==> src/core/dtvc_pkg.sv <==
package dtvc_pkg;
  localparam logic [4:0] F5_HDR_TOP = 5'h03;
  localparam logic [4:0] F6_HDR_TOP = 5'h07;
  localparam logic [7:0] IGNORE_BYTE = 8'h05;
  localparam logic [7:0] EVENT_BYTE = 8'h04;
  localparam logic [2:0] KEY_CODE_RESERVED = 3'h7;
  localparam int FIFO_WIDTH = 8;
  localparam int FIFO_DEPTH = 16;
  localparam int CSR_CTRL = 32'h0000_0000;
  localparam int CSR_STATUS = 32'h0000_0004;
  localparam int CSR_COUNT = 32'h0000_0008;
  localparam logic [31:0] CTRL_RESET = 32'h0000_0001;
  typedef enum logic [3:0] {
    ST_IDLE = 4'h1,
    ST_HDR = 4'h2,
    ST_DATA = 4'h4,
    ST_PAD = 4'h8
  } dtvc_state_t;
endpackage

==> src/core/dtvc_coder.sv <==
`timescale 1ns/1ps
`default_nettype none
// ======================================================
// value packet coder: element requests in, trace bytes out
module dtvc_coder (
  input wire logic sys_clk, // 100 MHz clock
  input wire logic srst, // sync reset, active high
  // element request group
  input wire logic reqValid, // request offered
  output logic reqReady, // one-cycle pulse after the request was taken on the previous edge
  input wire logic [1:0] reqKind, // 0 single value,1 pair,2 event,3 pad
  input wire logic [63:0] reqValue0, // first value
  input wire logic [31:0] reqValue1, // second value (pair)
  input wire logic reqWide, // first value needs 64 bits
  input wire logic [2:0] reqAddrCount, // untraced address elements 0..4
  input wire logic [1:0] reqKeyAdvance, // first key advance 1..3
  // trace byte stream
  output logic traceValid, // byte available
  input wire logic traceReady, // sink accepts
  output logic [7:0] traceData, // byte
  // avalon-mm slave
  input wire logic [3:0] avsAddress, // byte address
  input wire logic avsRead, // read strobe
  input wire logic avsWrite, // write strobe
  input wire logic [31:0] avsWriteData, // write data
  input wire logic [3:0] avsByteEnable, // byte lanes
  output logic [31:0] avsReadData, // read data
  output logic avsWaitRequest, // stall
  output logic avsReadDataValid, // read data strobe
  output logic avsResponse // 1 = unmapped access
);
  // ======================================================
  // packet assembly
  dtvc_pkg::dtvc_state_t state_q;
  logic [7:0] buf_q [9];
  logic [3:0] len_q;
  logic [3:0] idx_q;
  logic [31:0] ctrl_q;
  logic [31:0] pktCount_q;
  logic [31:0] errCount_q;
  logic lastErr_q;
  logic fifoInReady;
  logic fifoOutValid;
  logic [7:0] fifoOutData;
  logic pushValid;
  logic take;
  logic usePair;
  logic [2:0] keyCode;
  logic keyBad;
  logic enable;
  assign enable = ctrl_q[0];

  // key code: advance 1 with 0..4 elements, then +2, +3; 111 reserved
  function automatic logic [2:0] keyCodeOf(input logic [1:0] adv,
                                           input logic [2:0] cnt);
    if (adv == 2'h1 && cnt <= 3'h4) begin
      return cnt;
    end else if (adv == 2'h2 && cnt == 3'h0) begin
      return 3'h5;
    end else if (adv == 2'h3 && cnt == 3'h0) begin
      return 3'h6;
    end else begin
      return dtvc_pkg::KEY_CODE_RESERVED;
    end
  endfunction

  assign keyCode = keyCodeOf(reqKeyAdvance, reqAddrCount);
  assign keyBad = (keyCode == dtvc_pkg::KEY_CODE_RESERVED);
  // pair format needs two 32-bit values and an encodable code; the
  // second key is implicitly first plus one, so the source must supply
  // adjacent keys for a pair
  assign usePair = (reqKind == 2'h1) && !reqWide && !keyBad;
  // requests are taken only when idle so one packet is built at a time
  assign take = reqValid && (state_q == dtvc_pkg::ST_IDLE) && enable;
  always_ff @(posedge sys_clk) begin
    if (srst) begin
      reqReady <= 1'b0;
    end else begin
      reqReady <= 1'b0;
      if (take && !reqReady) begin
        reqReady <= 1'b1;
      end
    end
  end

  // build packet image, then stream it byte by byte into the fifo
  always_ff @(posedge sys_clk) begin
    if (srst) begin
      state_q <= dtvc_pkg::ST_IDLE;
      len_q <= '0;
      idx_q <= '0;
      lastErr_q <= 1'b0;
      for (int i = 0; i < 9; i++) begin
        buf_q[i] <= 8'h00;
      end
    end else begin
      case (state_q)
        dtvc_pkg::ST_IDLE: begin
          if (take && !reqReady) begin
            idx_q <= '0;
            lastErr_q <= 1'b0;
            state_q <= dtvc_pkg::ST_DATA;
            case (reqKind)
              2'h2: begin
                buf_q[0] <= dtvc_pkg::EVENT_BYTE;
                len_q <= 4'h1;
              end
              2'h3: begin
                buf_q[0] <= dtvc_pkg::IGNORE_BYTE;
                len_q <= 4'h1;
              end
              default: begin
                if (usePair) begin
                  buf_q[0] <= {dtvc_pkg::F6_HDR_TOP, keyCode};
                  for (int i = 0; i < 4; i++) begin
                    buf_q[1+i] <= reqValue0[8*i +: 8];
                    buf_q[5+i] <= reqValue1[8*i +: 8];
                  end
                  len_q <= 4'h9;
                end else if (reqAddrCount >= 3'h1 &&
                             reqAddrCount <= 3'h4) begin
                  // single value, count field is elements minus one
                  buf_q[0] <= {dtvc_pkg::F5_HDR_TOP, reqWide,
                               2'(reqAddrCount - 3'h1)};
                  for (int i = 0; i < 8; i++) begin
                    buf_q[1+i] <= reqValue0[8*i +: 8];
                  end
                  len_q <= reqWide ? 4'h9 : 4'h5;
                end else begin
                  // nothing encodable in these formats: drop and count
                  lastErr_q <= 1'b1;
                  state_q <= dtvc_pkg::ST_IDLE;
                end
              end
            endcase
          end
        end
        dtvc_pkg::ST_DATA: begin
          if (pushValid && fifoInReady) begin
            idx_q <= idx_q + 4'h1;
            if (idx_q + 4'h1 == len_q) begin
              state_q <= dtvc_pkg::ST_IDLE;
            end
          end
        end
        default: begin
          state_q <= dtvc_pkg::ST_IDLE;
        end
      endcase
    end
  end
  assign pushValid = (state_q == dtvc_pkg::ST_DATA);

  dtvc_fifo #(
    .WIDTH(dtvc_pkg::FIFO_WIDTH),
    .DEPTH(dtvc_pkg::FIFO_DEPTH)
  ) u_fifo (
    .sys_clk(sys_clk),
    .srst(srst),
    .inValid(pushValid),
    .inReady(fifoInReady),
    .inData(buf_q[idx_q]),
    .outValid(fifoOutValid),
    .outReady(!traceValid || traceReady),
    .outData(fifoOutData)
  );

  // registered output stage so the byte stream comes from flops
  always_ff @(posedge sys_clk) begin
    if (srst) begin
      traceValid <= 1'b0;
      traceData <= 8'h00;
    end else if (!traceValid || traceReady) begin
      traceValid <= fifoOutValid;
      traceData <= fifoOutData;
    end
  end

  // ======================================================
  // statistics
  always_ff @(posedge sys_clk) begin
    if (srst) begin
      pktCount_q <= '0;
      errCount_q <= '0;
    end else begin
      if (state_q == dtvc_pkg::ST_DATA && pushValid && fifoInReady &&
          idx_q + 4'h1 == len_q) begin
        pktCount_q <= pktCount_q + 32'h1;
      end
      if (state_q == dtvc_pkg::ST_IDLE && take && !reqReady &&
          (reqKind == 2'h0 || reqKind == 2'h1) && !usePair &&
          (reqAddrCount == 3'h0 || reqAddrCount > 3'h4)) begin
        errCount_q <= errCount_q + 32'h1;
      end
    end
  end

  // ======================================================
  // avalon-mm slave: one wait cycle, then answer; a write lands only on
  // the edge that sees waitrequest low, so the master's view and ours agree
  logic busy_q;
  logic hit;
  always_comb begin
    hit = (32'(avsAddress) == dtvc_pkg::CSR_CTRL) ||
          (32'(avsAddress) == dtvc_pkg::CSR_STATUS) ||
          (32'(avsAddress) == dtvc_pkg::CSR_COUNT);
  end
  always_ff @(posedge sys_clk) begin
    if (srst) begin
      busy_q <= 1'b0;
      avsWaitRequest <= 1'b1;
      avsReadData <= '0;
      avsReadDataValid <= 1'b0;
      avsResponse <= 1'b0;
      ctrl_q <= dtvc_pkg::CTRL_RESET;
    end else begin
      avsWaitRequest <= 1'b1;
      avsReadDataValid <= 1'b0;
      busy_q <= 1'b0;
      if ((avsRead || avsWrite) && !busy_q) begin
        busy_q <= 1'b1;
        avsWaitRequest <= 1'b0;
        avsResponse <= !hit;
        if (avsRead) begin
          avsReadDataValid <= 1'b1;
          case (32'(avsAddress))
            dtvc_pkg::CSR_CTRL: avsReadData <= ctrl_q;
            dtvc_pkg::CSR_STATUS: avsReadData <= {26'h0, lastErr_q,
              fifoOutValid, !fifoInReady, state_q == dtvc_pkg::ST_IDLE,
              traceValid, enable};
            dtvc_pkg::CSR_COUNT: avsReadData <= {errCount_q[15:0],
                                                 pktCount_q[15:0]};
            default: avsReadData <= 32'h0;
          endcase
        end
      end
      if (avsWrite && !avsWaitRequest &&
          32'(avsAddress) == dtvc_pkg::CSR_CTRL && avsByteEnable[0]) begin
        ctrl_q <= {31'h0, avsWriteData[0]};
      end
    end
  end
endmodule
`default_nettype wire

==> src/core/dtvc_fifo.sv <==
`timescale 1ns/1ps
`default_nettype none
// ======================================================
// byte fifo with valid/ready on both sides
module dtvc_fifo #(
  parameter int WIDTH = 8,
  parameter int DEPTH = 16
) (
  input wire logic sys_clk, // clock
  input wire logic srst, // sync reset
  input wire logic inValid, // write offer
  output logic inReady, // not full
  input wire logic [WIDTH-1:0] inData, // write data
  output logic outValid, // not empty
  input wire logic outReady, // read accept
  output logic [WIDTH-1:0] outData // head word
);
  localparam int AW = $clog2(DEPTH);
  logic [WIDTH-1:0] mem [DEPTH];
  logic [AW-1:0] wrPtr_q;
  logic [AW-1:0] rdPtr_q;
  logic [AW:0] cnt_q;
  logic doWr;
  logic doRd;
  // full and empty come from the occupancy count, not the pointers
  assign inReady = (cnt_q != (AW+1)'(DEPTH));
  assign outValid = (cnt_q != '0);
  assign outData = mem[rdPtr_q];
  assign doWr = inValid && inReady;
  assign doRd = outValid && outReady;
  // storage has no reset; contents are qualified by the count
  always_ff @(posedge sys_clk) begin
    if (doWr) begin
      mem[wrPtr_q] <= inData;
    end
  end
  // pointers and count
  always_ff @(posedge sys_clk) begin
    if (srst) begin
      wrPtr_q <= '0;
      rdPtr_q <= '0;
      cnt_q <= '0;
    end else begin
      if (doWr) begin
        wrPtr_q <= wrPtr_q + 1'b1;
      end
      if (doRd) begin
        rdPtr_q <= rdPtr_q + 1'b1;
      end
      cnt_q <= cnt_q + (AW+1)'(doWr) - (AW+1)'(doRd);
    end
  end
endmodule
`default_nettype wire

==> config.mk <==
export PLATFORM = sky130hd
export DESIGN_NAME = dtvc_coder
export DESIGN_NICKNAME = d
export VERILOG_FILES = /design/src/core/dtvc_pkg.sv /design/src/core/dtvc_coder.sv /design/src/core/dtvc_fifo.sv
export SDC_FILE = /design/constraint.sdc
export NUM_CORES = 1
export LEC_CHECK = 0
export BUFFER_PORTS_ARGS = -buffer_cell sky130_fd_sc_hd__buf_2
export CORE_ASPECT_RATIO = 1.75
export CORE_MARGIN = 1.5
export CORE_UTILIZATION = 30
export DETAILED_ROUTE_END_ITERATION = 16
export PLACE_DENSITY = 0.49
export SLEW_MARGIN = 20
export SYNTH_ARGS = -nofsm -noshare
export SYNTH_HDL_FRONTEND = slang
export SYNTH_SLANG_ARGS = --single-unit
==> constraint.sdc <==
create_clock -name sys_clk -period 4.4 [get_ports sys_clk]
set_clock_uncertainty 0.1 [all_clocks]
set_input_delay 0.88 -clock sys_clk [delete_from_list [all_inputs] [get_ports sys_clk]]
set_output_delay 0.88 -clock sys_clk [all_outputs]
set_load 0.005 [all_outputs]
# Yosys cells after proc, flatten, opt, wreduce, memory -nomap -nowiden
# Memory sizes are Yosys's and may differ from the RTL's. A register that Yosys moved wholly into a read port is not among the register bits.
# Cells that the tools add are included.
dict set report word_totals {
  mem_bits_rw 200
  out_inout_bits 45
  in_bits 150
  memories 2
  ff_bits 129
  elab_cells 190
}
# memory words word_bits rd rd_clocked_by_memory_dff write_ports line_no
set memory_table {}
lappend memory_table {u_fifo.mem 16 8 1 1 1 dtvc_fifo.sv:19} ;# logic [WIDTH-1:0] mem [DEPTH];
lappend memory_table {buf_q 9 8 1 1 9 dtvc_coder.sv:35} ;# logic [7:0] buf_q [9];
dict set report classes {
  reduce_logical 49
  n_eq_ne 16
  addsub 8
  muxes 74
  n_lt_le_gt_ge 3
  bitwise 21
}
# cell count
set op_table {}
lappend op_table {{$mux W8} 20}
lappend op_table {{$pmux W32 S3} 1}
lappend op_table {{$add A32 B1 Y32 const B} 2}
lappend op_table {{$mux W4} 11}
lappend op_table {{$mux W1} 35}
lappend op_table {{$logic_and A1 B1 Y1} 21}
lappend op_table {{$or A1 B1 Y1} 20}
lappend op_table {{$pmux W4 S2} 2}
lappend op_table {{$add A4 B1 Y4 const B} 3}
lappend op_table {{$mux W3} 4}
lappend op_table {{$logic_not A1 Y1} 9}
lappend op_table {{$reduce_and A3 Y1} 3}
lappend op_table {{$eq A2 B2 Y1 const B} 4}
lappend op_table {{$eq A4 B3 Y1 const B} 2}
lappend op_table {{$logic_or A1 B1 Y1} 6}
lappend op_table {{$add A5 B1 Y5} 1}
lappend op_table {{$ne A5 B5 Y1 const B} 1}
lappend op_table {{$reduce_bool A5 Y1} 1}
lappend op_table {{$sub A5 B1 Y5} 1}
lappend op_table {{$eq A2 B1 Y1 const B} 2}
lappend op_table {{$eq A4 B1 Y1 const B} 1}
lappend op_table {{$eq A4 B4 Y1} 1}
lappend op_table {{$eq A4 B4 Y1 const B} 1}
lappend op_table {{$logic_not A4 Y1} 1}
lappend op_table {{other kinds (15)} 18}

# Depth between registers and ports, before layout
# Gate-level depths: netlist (run 1).
dict set report depth {
  depth_word 16
  mapped_depth 14
  ltp_nobuf 14
}

# Modules after synthesis
# Synthesis (run 1) repeated with hierarchy kept, for this count alone.
dict set report hier_totals {
  cells_unflattened 978
  area_unflattened_um2 13018.7
}
# mod cells_per_inst area_per_inst_um2 instances
set by_module_without_submodules {}
lappend by_module_without_submodules {dtvc_coder 670 7208.2 1}
lappend by_module_without_submodules {dtvc_fifo 308 5810.6 1}

# Worst setup path after synthesis (run 1)
# OpenSTA, ideal clock, no wires.
dict set report synth_timing {
  path_type {input to register}
  start {in reqAddrCount[0]}
  end {mem buf_q[1][0], enable pin}
  stages 10
  path_slack_ps 258
  required_ps 3877
  t_arrival_ps 3619
  path_buffers 1
  setup_ps 423
  path_cell_list {inv_1 > ha_1 > inv_1 > ha_1 > or3b_4 > o21a_1 > buf_6 > nor2_1 > o21ai_0 > nand2b_1}
}
# element line_no
set synth_lines {}
lappend synth_lines {{start, declared} dtvc_coder.sv:15} ;# input wire logic [2:0] reqAddrCount,
lappend synth_lines {{end, declared} dtvc_coder.sv:35}

==> results of run 1 <==
cell usage in the layout (no fill, tap or decap), types with 4 or more instances in the layout:
master,count
o2111ai_1,4
ha_1,18
and3_1,36
o21ai_0,56
clkbuf_1,8
or3_1,15
o22ai_1,6
buf_2,159
o211ai_1,7
o31ai_1,6
nor3_1,9
nand2b_1,8
xnor2_1,7
nor2_1,103
nand2_1,59
buf_4,26
bufinv_16,4
xor2_1,18
nor2b_1,7
and2_1,7
dfxtp_1,106
mux2i_1,8
nand3_1,32
a22oi_1,48
mux4_2,44
edfxtp_1,195
nand3b_1,5
clkbuf_16,30
a22o_1,11
a21oi_1,54
nand4_1,9
inv_1,25
power by group through the flow:
stage	Sequential (uW)	Clock (uW)	Combinational (uW)
5_1_grt	3340	2790	1090
3_3_place_gp	3390	0	970
4_1_cts	3320	2690	989
2_1_floorplan	3270	0	774
3_5_place_dp	3390	0	985
6_report	3310	2610	966
critical path, delay by kind of cell:
| family | cells | cell delay (ps) |
|---|---|---|
| AOI/OAI and AO/OA | 3 | 920 |
| and+or+nand+nor | 2 | 730 |
| adders and majority gates | 2 | 440 |
| buffers and inverters | 3 | 250 |
stage by stage:
stage                     hold slack, ps  setup WS (ps)
after floorplan                      347            258
after global placement               368            806
after detailed placement             374            776
after CTS                            388           1390
after global routing                 396           1180
final                                382           1380
cell type report:
type / instances / area, um^2 / share of cell area
clock inverter: 11 / 189 / 0.0123
antenna: 1 / 2.50 / 0.000162
clock buffer: 41 / 822 / 0.0534
sequential: 303 / 8020 / 0.521
multi-input combinational: 623 / 4530 / 0.294
timing repair buffer: 187 / 1030 / 0.0669
tap: 561 / 702 / 0.0456
inverter: 27 / 101 / 0.00658
registers in the layout, indices dropped and copies added, names as in the netlist, 2 cells and up, named ones only:
name / count
pktCount_q: 16
buf_q: 69
state_q: 2
u_fifo.rdPtr_q: 4
u_fifo.mem: 128
len_q: 3
u_fifo.wrPtr_q: 4
traceData: 8
errCount_q: 16
u_fifo.cnt_q: 5
idx_q: 4
avsReadData: 32
worst max-delay path by stage:
stage | from | end | slack (ps)
after floorplan | reqAddrCount[0] | buf_q[1][0]$_DFFE_PP_ | 260
after global placement | reqAddrCount[0] | buf_q[5][3]$_DFFE_PP_ | 810
after detailed placement | reqAddrCount[0] | buf_q[5][1]$_DFFE_PP_ | 780
after CTS | reqAddrCount[0] | buf_q[5][5]$_DFFE_PP_ | 1390
after global routing | reqAddrCount[0] | buf_q[5][5]$_DFFE_PP_ | 1180
final | reqAddrCount[0] | buf_q[5][2]$_DFFE_PP_ | 1380
per-layer routing:
metal  global-route usage  wire, um  part of all wire  vias up
li1                     -         -                 -     4125
met1                0.148     11600              0.38     4090
met2                0.276     17400              0.56      170
met3               0.0176      1070             0.034       40
met4               0.0496       862             0.028        0
met5                    0         0                 0        -
cell families after synthesis:
family | Yosys count | share of synthesized area
AND/OR/NAND/NOR | 314 | 0.125
XOR/XNOR | 26 | 0.0188
AO/OA/AOI/OAI | 209 | 0.102
multiplexers | 55 | 0.0854
buffers and inverters | 92 | 0.0304
flip-flops | 303 | 0.620
adder cells (fa/ha/maj) | 19 | 0.0190
==> metrics, run 1 <==
total track usage=0.139; pin count of the biggest net entering global routing=60; root buf cell=clkbuf_16; width of the die=160 um; filler cell count=between 4000 and 5000; port bufs=between 150 and 200; Worst-Margin Slew=between 1000 and 1500 ps; Final min period=about 3000 ps; core area=around 0.043 mm^2; die area=~0.044 mm^2; Worst EP arrival=between 3000 and 4000 ps; Int Pwr=5200 uW; pwr dens=448 mW/mm^2; hold buffers post-CTS=0; distinct cell type count of the synthesized netlist=67; post-route cell area=0.0154 mm^2; Clk Latency, worst-skew pair=~580 ps; layout cells sized above 1=0.250; Critical Path Max Stage Delay=approximately 500 ps; Worst-path clk slew=about 70 ps; ANT nets after route=0; Main synth FF type=edfxtp_1; crit path max fanout=between 50 and 60; vias in the first global route=8713; status=completed; total power=approximately 6900 uW; RSZ-0062 raised after global routing=false; Fin. Hold Viols=0; number of gates resized after CTS=0; H-Tree Level Count=1; proportion of netlist area held by the largest area contributor=0.453; post-synthesis sequential area ratio=0.620; most numerous cell in the Yosys netlist=edfxtp_1; CTS tree=built; setup violators final=0; Required @ worst endpoint=roughly 4600 ps; Initial Util=0.304; crit start category=input pin; CP cell instances=buf_2 -> inv_1 -> ha_1 -> inv_1 -> ha_1 -> or3b_4 -> o21a_1 -> o21ba_2 -> and2_4 -> a22o_1; Peak Freq=roughly 330 MHz; first-pass GRT wire length=48.7 mm; TNS Setup=0 ps; std cell rows=100; total CTS buffers=28; Synth warnings=0; Clock power frac=0.379; Seq pwr share=0.481; placed inst area=roughly 0.014 mm^2; Slowest-stage cell, CP=o21ba_2; Cell Area, Synth=between 0.01 and 0.015 mm^2; worst r2r src=u_fifo.cnt_q[2]$_SDFF_PP0_; switching part of the total=0.246; area added between synthesis and finish=19.0%; Hold Path Class=reg2reg; leakage=around 0.0056 uW; placed insts=about 1700; Yosys top cell by area=edfxtp_1; Comb power frac=0.140; register bit total from synthesis=between 300 and 400; clock tree buffer depth=3; dpl hpwl=approximately 22 mm; drt pass-1 iters=4; post-layout util=0.362; syn_area_per_cell=about 13 um^2; residual DRC count=0; routability cong.=about 0.76; fin. max-slew vios=0; Synth Net Count=1187; cell count after synthesis=1018; Vias/cell=~4.8; CP Capture Type=flip-flop; Layout Nets=around 1300; commonest cells in the netlist=edfxtp_1, dfxtp_1, nor2_1, nand2_1, o21ai_0; Via Count=between 8000 and 9000; Hold Crit Depth=2; initial antenna violation count=1; r2r setup slk=about 1500 ps; die height=278 um; overflow left after global routing=0; Psw=1700 uW; r2r endpoint=u_fifo.mem[11][7]$_DFFE_PP_; Reg2Reg Depth=7; post-route clock period utilization=0.686; main area contributors after synthesis=edfxtp_1, dfxtp_1, mux4_2, nor2_1, a22oi_1; initial drt markers=511; Post-synth EDFFs=just under 200; Clock Sinks=303; Post-CTS Setup Bufs=0; Max transition margin=0.303; max_cap viols=0; Async S/R FF share, synth=0; VDD IR max=approximately 280 uV; CP Class=in2reg; Endpoint, Worst Hold=len_q[0]$_SDFFE_PP0P_; Hold Crit Start=len_q[0]$_SDFFE_PP0P_; drt wl/cell=17.7 um; final wirelength=about 31 mm; Non-Filler Instances=1754; num ports=slightly below 200
(Power assumes the default switching activity.)
==> run 2, diff against run 1 <==
--- a/config.mk
+++ b/config.mk
@@ -10,7 +10,7 @@
 export CORE_MARGIN = 1.5
 export CORE_UTILIZATION = 30
 export DETAILED_ROUTE_END_ITERATION = 16
-export PLACE_DENSITY = 0.49
+export PLACE_DENSITY = 0.51
 export SLEW_MARGIN = 20
 export SYNTH_ARGS = -nofsm -noshare
 export SYNTH_HDL_FRONTEND = slang
==> constraint.sdc (replaced) <==
create_clock -name sys_clk -period 2.7 [get_ports sys_clk]
set_clock_uncertainty 0.1 [all_clocks]
set_input_delay 0.54 -clock sys_clk [delete_from_list [all_inputs] [get_ports sys_clk]]
set_output_delay 0.54 -clock sys_clk [all_outputs]
set_load 0.005 [all_outputs]
==> run 2 against run 1 <==
  * Register-to-register slack worse by 1300 ps
  * Non-clock buffer count is 51 higher
  * First-iteration DRC count shrank 14%
  * Total power up 60%
  * Sequential power up 60%
  * Via count increased by 2.5%
  * Critical path depth increased by 4
  * Setup slack got worse by 1200 ps
  * Die area is the same
==> metrics, run 2 (synthesis gave the netlist of run 1 again) <==
status=completed; crit start category=flip-flop; H-Tree Level Count=1; Reg2Reg Depth=14; Worst EP arrival=around 2900 ps; root buf cell=clkbuf_16; Final min period=2510 ps; drt pass-1 iters=7; initial antenna violation count=0; Endpoint, Worst Hold=ctrl_q[0]$_SDFFE_PP1P_; drt wl/cell=17.3 um; Clock Sinks=roughly 300; Initial Util=0.304; layout cells sized above 1=0.289; Hold Path Class=in2reg; dpl hpwl=22.5 mm; routability cong.=0.772; Slowest-stage cell, CP=or3_1; Fin. Hold Viols=0; Required @ worst endpoint=~3100 ps; VDD IR max=491 uV; fin. max-slew vios=0; post-route clock period utilization=0.930; pin count of the biggest net entering global routing=108; Largest register FFs=~130; commonest cells after routing, fill and taps aside=edfxtp_1, buf_2, dfxtp_1; CTS tree=built; Peak Freq=398 MHz; Hold Crit Depth=2; overflow left after global routing=0; Most common cell on crit path=inv_1; pwr dens=696 mW/mm^2; setup violators final=0; port bufs=160; Worst path top cell family by delay=adder cells; post-route cell area=0.0158 mm^2; Vias/cell=4.79; std cell rows=100; clock tree buffer depth=3; width of the die=160 um; placed inst area=approximately 0.015 mm^2; initial drt markers=between 400 and 500; largest reg by FF count=u_fifo.mem; Worst-path clk slew=roughly 60 ps; vias in the first global route=~9000; core area=0.0425 mm^2; r2r endpoint=u_fifo.cnt_q[4]$_SDFF_PP0_; r2r setup slk=approximately 190 ps; die area=roughly 0.044 mm^2; CP cell instances=inv_1 -> ha_2 -> nor4b_4 -> nor2_2 -> ha_1 -> inv_1 -> ha_2 -> inv_2 -> fa_2 -> inv_1 -> a21oi_2 -> nor2_1 -> or3_1 -> a21oi_2; Worst-Margin Slew=slightly above 800 ps; CP Capture Type=flip-flop; biggest regs=u_fifo.mem x128, buf_q x69, avsReadData x32; Max transition margin=0.450; Clk Latency, worst-skew pair=about 560 ps; # diodes=0; Critical Path Max Stage Delay=between 300 and 400 ps; max_cap viols=0; Via Count=~8600; CP Class=reg2reg; crit path max fanout=2; final wirelength=approximately 31 mm; post-layout util=0.372; total CTS buffers=27; worst r2r src=u_fifo.cnt_q[3]$_SDFF_PP0_; Layout Nets=approximately 1400; Hold Crit Start=avsWriteData[0]; leading cell type in the layout, fill and taps excluded=edfxtp_1; num ports=slightly below 200; worst path bufs/invs=4; area added between synthesis and finish=22.2%; residual DRC count=0; first-pass GRT wire length=48.5 mm; ANT nets after route=0; total track usage=0.139; leakage=slightly below 0.006 uW; die height=278 um
## run 2: layout make-up
type	count	area, um^2
clock buffers	37	723
clock inverters	12	130
fillers	4165	26700
inverters	27	109
multi-input cells	623	4610
flip-flops and latches	303	8020
well taps	561	702
repair buffers	238	1530
## run 2: power breakdown
group          switching, uW  leakage (uW)  internal [uW]
combinational            944       0.00268            967
sequential               142       0.00275           5140
clock                   1730      0.000418           2080
total                   2810       0.00584           8190
## run 2: how the worst max path moves through the flow
stage	startpoint	slack (ps)	depth (start not counted)	to
2_1_floorplan	reqAddrCount[1]	7	10	buf_q[1][0]$_DFFE_PP_
3_3_place_gp	reqAddrCount[1]	-80	11	buf_q[5][2]$_DFFE_PP_
3_5_place_dp	reqAddrCount[1]	-110	11	buf_q[5][2]$_DFFE_PP_
4_1_cts	u_fifo.cnt_q[2]$_SDFF_PP0_	110	14	u_fifo.cnt_q[4]$_SDFF_PP0_
5_1_grt	u_fifo.cnt_q[3]$_SDFF_PP0_	-5	14	u_fifo.cnt_q[4]$_SDFF_PP0_
6_report	u_fifo.cnt_q[3]$_SDFF_PP0_	190	14	u_fifo.cnt_q[4]$_SDFF_PP0_
## run 2: through the flow
step / setup TNS [ps] / setup slack [ps] / power, uW / instances / hold slack (ps)
after floorplan: 0 / 7.07 / 6590 / 1018 / 347
after global placement: -4440 / -80.1 / 7260 / 1752 / 366
after detailed placement: -6020 / -106 / 7300 / 1752 / 384
after CTS: 0 / 105 / 11200 / 1801 / 90.6
after global routing: -4.66 / -4.66 / 11500 / 1801 / 121
final: 0 / 189 / 11000 / 1801 / 117
## run 2: repair_timing
action / CTS / global route
pin swaps: 0 / 4
resized for setup: 1 / 8
endpoints found under the setup margin: 1 / 1
hold buffers: 0 / 0
buffers inserted: 0 / 0
## run 2: per-layer routing
layer	GRT usage	share of wire	vias up
met5	0	0	-
met4	0.0582	0.033	0
met3	0.0138	0.031	56
met2	0.278	0.57	179
met1	0.143	0.37	4169
li1	-	-	4228
==> run 3, diff against run 2 <==
--- a/config.mk
+++ b/config.mk
@@ -7,11 +7,12 @@
 export LEC_CHECK = 0
 export BUFFER_PORTS_ARGS = -buffer_cell sky130_fd_sc_hd__buf_2
 export CORE_ASPECT_RATIO = 1.75
-export CORE_MARGIN = 1.5
+export CORE_MARGIN = 3
 export CORE_UTILIZATION = 30
 export DETAILED_ROUTE_END_ITERATION = 16
 export PLACE_DENSITY = 0.51
 export SLEW_MARGIN = 20
 export SYNTH_ARGS = -nofsm -noshare
 export SYNTH_HDL_FRONTEND = slang
+export SYNTH_HIERARCHICAL = 1
 export SYNTH_SLANG_ARGS = --single-unit
==> run 3 against run 2 <==
  * First-iteration DRC count shrank 18%
  * Global-route usage up 0.19 points
  * Setup slack got worse by 68 ps
  * Critical path depth up 3
  * Clock power up 9.2%
  * Worst hold slack gained 22 ps
  * Synthesized cell count is 3.9% lower
  * Die area grew 3.6%
  * Synthesized area up 0.61%
==> metrics, run 3 <==
post-synthesis sequential area ratio=0.622; Clock Sinks=307; Largest register FFs=between 100 and 150; Async S/R FF share, synth=0; pin count of the biggest net entering global routing=99; die height=between 200 and 300 um; dpl hpwl=around 23 mm; residual DRC count=0; main area contributors after synthesis=edfxtp_1, dfxtp_1, mux4_2, a22oi_1, mux4_1; Required @ worst endpoint=about 3000 ps; Fin. Hold Viols=0; TNS Setup=0 ps; die area=0.0460 mm^2; proportion of netlist area held by the largest area contributor=0.450; Layout Nets=around 1400; CP Class=reg2reg; routability cong.=0.784; area added between synthesis and finish=24.4%; Synth warnings=6; Via Count=8595; width of the die=roughly 160 um; CP Capture Type=flip-flop; leading cell type in the layout, fill and taps excluded=edfxtp_1; first-pass GRT wire length=~50 mm; drt wl/cell=approximately 18 um; post-route clock period utilization=0.955; Yosys top cell by area=edfxtp_1; Final min period=approximately 2600 ps; leakage=about 0.006 uW; CTS tree=built; Worst-path clk slew=roughly 70 ps; biggest regs=u_fifo/mem x128, buf_q x69, avsReadData x32; Worst EP arrival=roughly 2900 ps; distinct cell type count of the synthesized netlist=74; vias in the first global route=between 8000 and 9000; core area=0.0427 mm^2; setup violators final=0; Hold Path Class=in2reg; pwr dens=724 mW/mm^2; crit start category=flip-flop; num ports=195; root buf cell=clkbuf_16; register bit total from synthesis=between 300 and 400; # diodes=0; port bufs=between 150 and 200; Main synth FF type=edfxtp_1; placed insts=1729; Clk Latency, worst-skew pair=570 ps; Post-synth EDFFs=195; Peak Freq=approximately 390 MHz; Cell Area, Synth=around 0.013 mm^2; max_cap viols=0; filler cell count=~4000; initial antenna violation count=0; largest reg by FF count=u_fifo/mem; most numerous cell in the Yosys netlist=edfxtp_1; total CTS buffers=29; syn_area_per_cell=13.3 um^2; ANT nets after route=0; VDD IR max=528 uV; status=completed; H-Tree Level Count=1; fin. max-slew vios=0; Synth Net Count=approximately 1100; hold buffers post-CTS=0; Worst-Margin Slew=778 ps; Non-Filler Instances=1796; Initial Util=0.305; initial drt markers=around 360; Vias/cell=approximately 4.8; total track usage=0.141; clock tree buffer depth=3; final wirelength=32.7 mm; RSZ-0062 raised after global routing=false; commonest cells in the netlist=edfxtp_1, dfxtp_1, nor2_1, nand2_1, a22oi_1; commonest cells after routing, fill and taps aside=edfxtp_1, buf_2, dfxtp_1; Max transition margin=0.480; overflow left after global routing=0; crit path max fanout=2; drt pass-1 iters=4; cell count after synthesis=between 900 and 1000; layout cells sized above 1=0.304; std cell rows=100
-- run 3: cell types whose count changed after synthesis, moves of 12 or more --
| cell | before | now |
|---|---|---|
| a22o_1 | 11 | 35 |
| xnor2_1 | 7 | 20 |
| nor2_1 | 103 | 85 |
| a21oi_1 | 54 | 35 |
| o21ai_0 | 56 | 20 |
| mux4_1 | 0 | 14 |
| mux4_2 | 44 | 30 |
| and2_1 | 7 | 43 |
| clkbuf_1 | 36 | 24 |
| and3_1 | 36 | 8 |
-- run 3: worst paths after layout --
path / slack [ps] / to / startpoint / cells after the start
setup reg to reg: 120 / flip-flop / u_fifo/cnt_q[2]$_SDFF_PP0_ / 17
hold / removal: 140 / buf_q[3][7]$_DFFE_PP_ / reqValue0[23] / 2
hold reg to reg: 350 / traceData[6]$_SDFFE_PP0P_ / traceData[6]$_SDFFE_PP0P_ / 2
setup / recovery: 120 / flip-flop / u_fifo/cnt_q[2]$_SDFF_PP0_ / 17
-- run 3: layout make-up --
type                    count  area, um^2  area share
flip-flops and latches    307        8100       0.500
inverters                  34         146     0.00904
clock buffers              39         813      0.0502
clock inverters            15         164      0.0101
multi-input cells         583        4650       0.287
repair buffers            257        1620       0.100
well taps                 561         702      0.0433
-- run 3: worst max-delay path, cell delays in order, from the launching register on --
cell and delay, ps:
dfxtp_1 340, inv_2 50, ha_4 150, or4b_4 200, nand2_2 50, buf_4 120
buf_4 120, buf_4 120, buf_4 120, buf_4 120, buf_4 110, buf_4 110
buf_4 120, buf_4 120, buf_4 110, buf_4 130, xor2_1 200, nor2_1 60
-- run 3: routing by layer --
layer	GRT usage	wire [um]	vias to the layer above
met5	0	0	-
met4	0.0486	777	0
met3	0.0209	1260	44
met2	0.274	18600	155
met1	0.152	12100	4227
li1	-	-	4169
-- run 3: metrics by stage --
step / area, um^2 / utilization / hold WS, ps / total power [uW] / worst slack [ps]
detailed placement: 15100 / 0.353 / 345 / 7420 / -243
CTS: 16200 / 0.379 / 107 / 11800 / 6.49
global placement: 15100 / 0.353 / 341 / 7400 / -227
global route: 16200 / 0.380 / 126 / 12300 / 2.81
floorplan: 13100 / - / 335 / 6690 / -197
finish: 16200 / 0.380 / 139 / 11700 / 121
-- run 3: kinds of logic after synthesis --
logic type      synth area share
simple gates               0.118
flops                      0.622
compound gates            0.0991
xor+xnor                  0.0206
fa+ha+maj                 0.0188
buf+inv                   0.0315
mux                       0.0897
-- run 3: repair_timing --
action                     4_1_cts  5_1_grt
gates cloned                     0        0
resized for setup               12        6
hold endpoints to repair         0        0
pin swaps                        6        2
setup endpoints to repair        1        1
buffers inserted                12        1
-- run 3: where the power goes --
part | switching (uW) | internal, uW | total (uW)
Sequential | 96.0 | 5210 | 5310
Clock | 1750 | 2410 | 4160
Combinational | 1090 | 1160 | 2250
Total | 2940 | 8780 | 11700
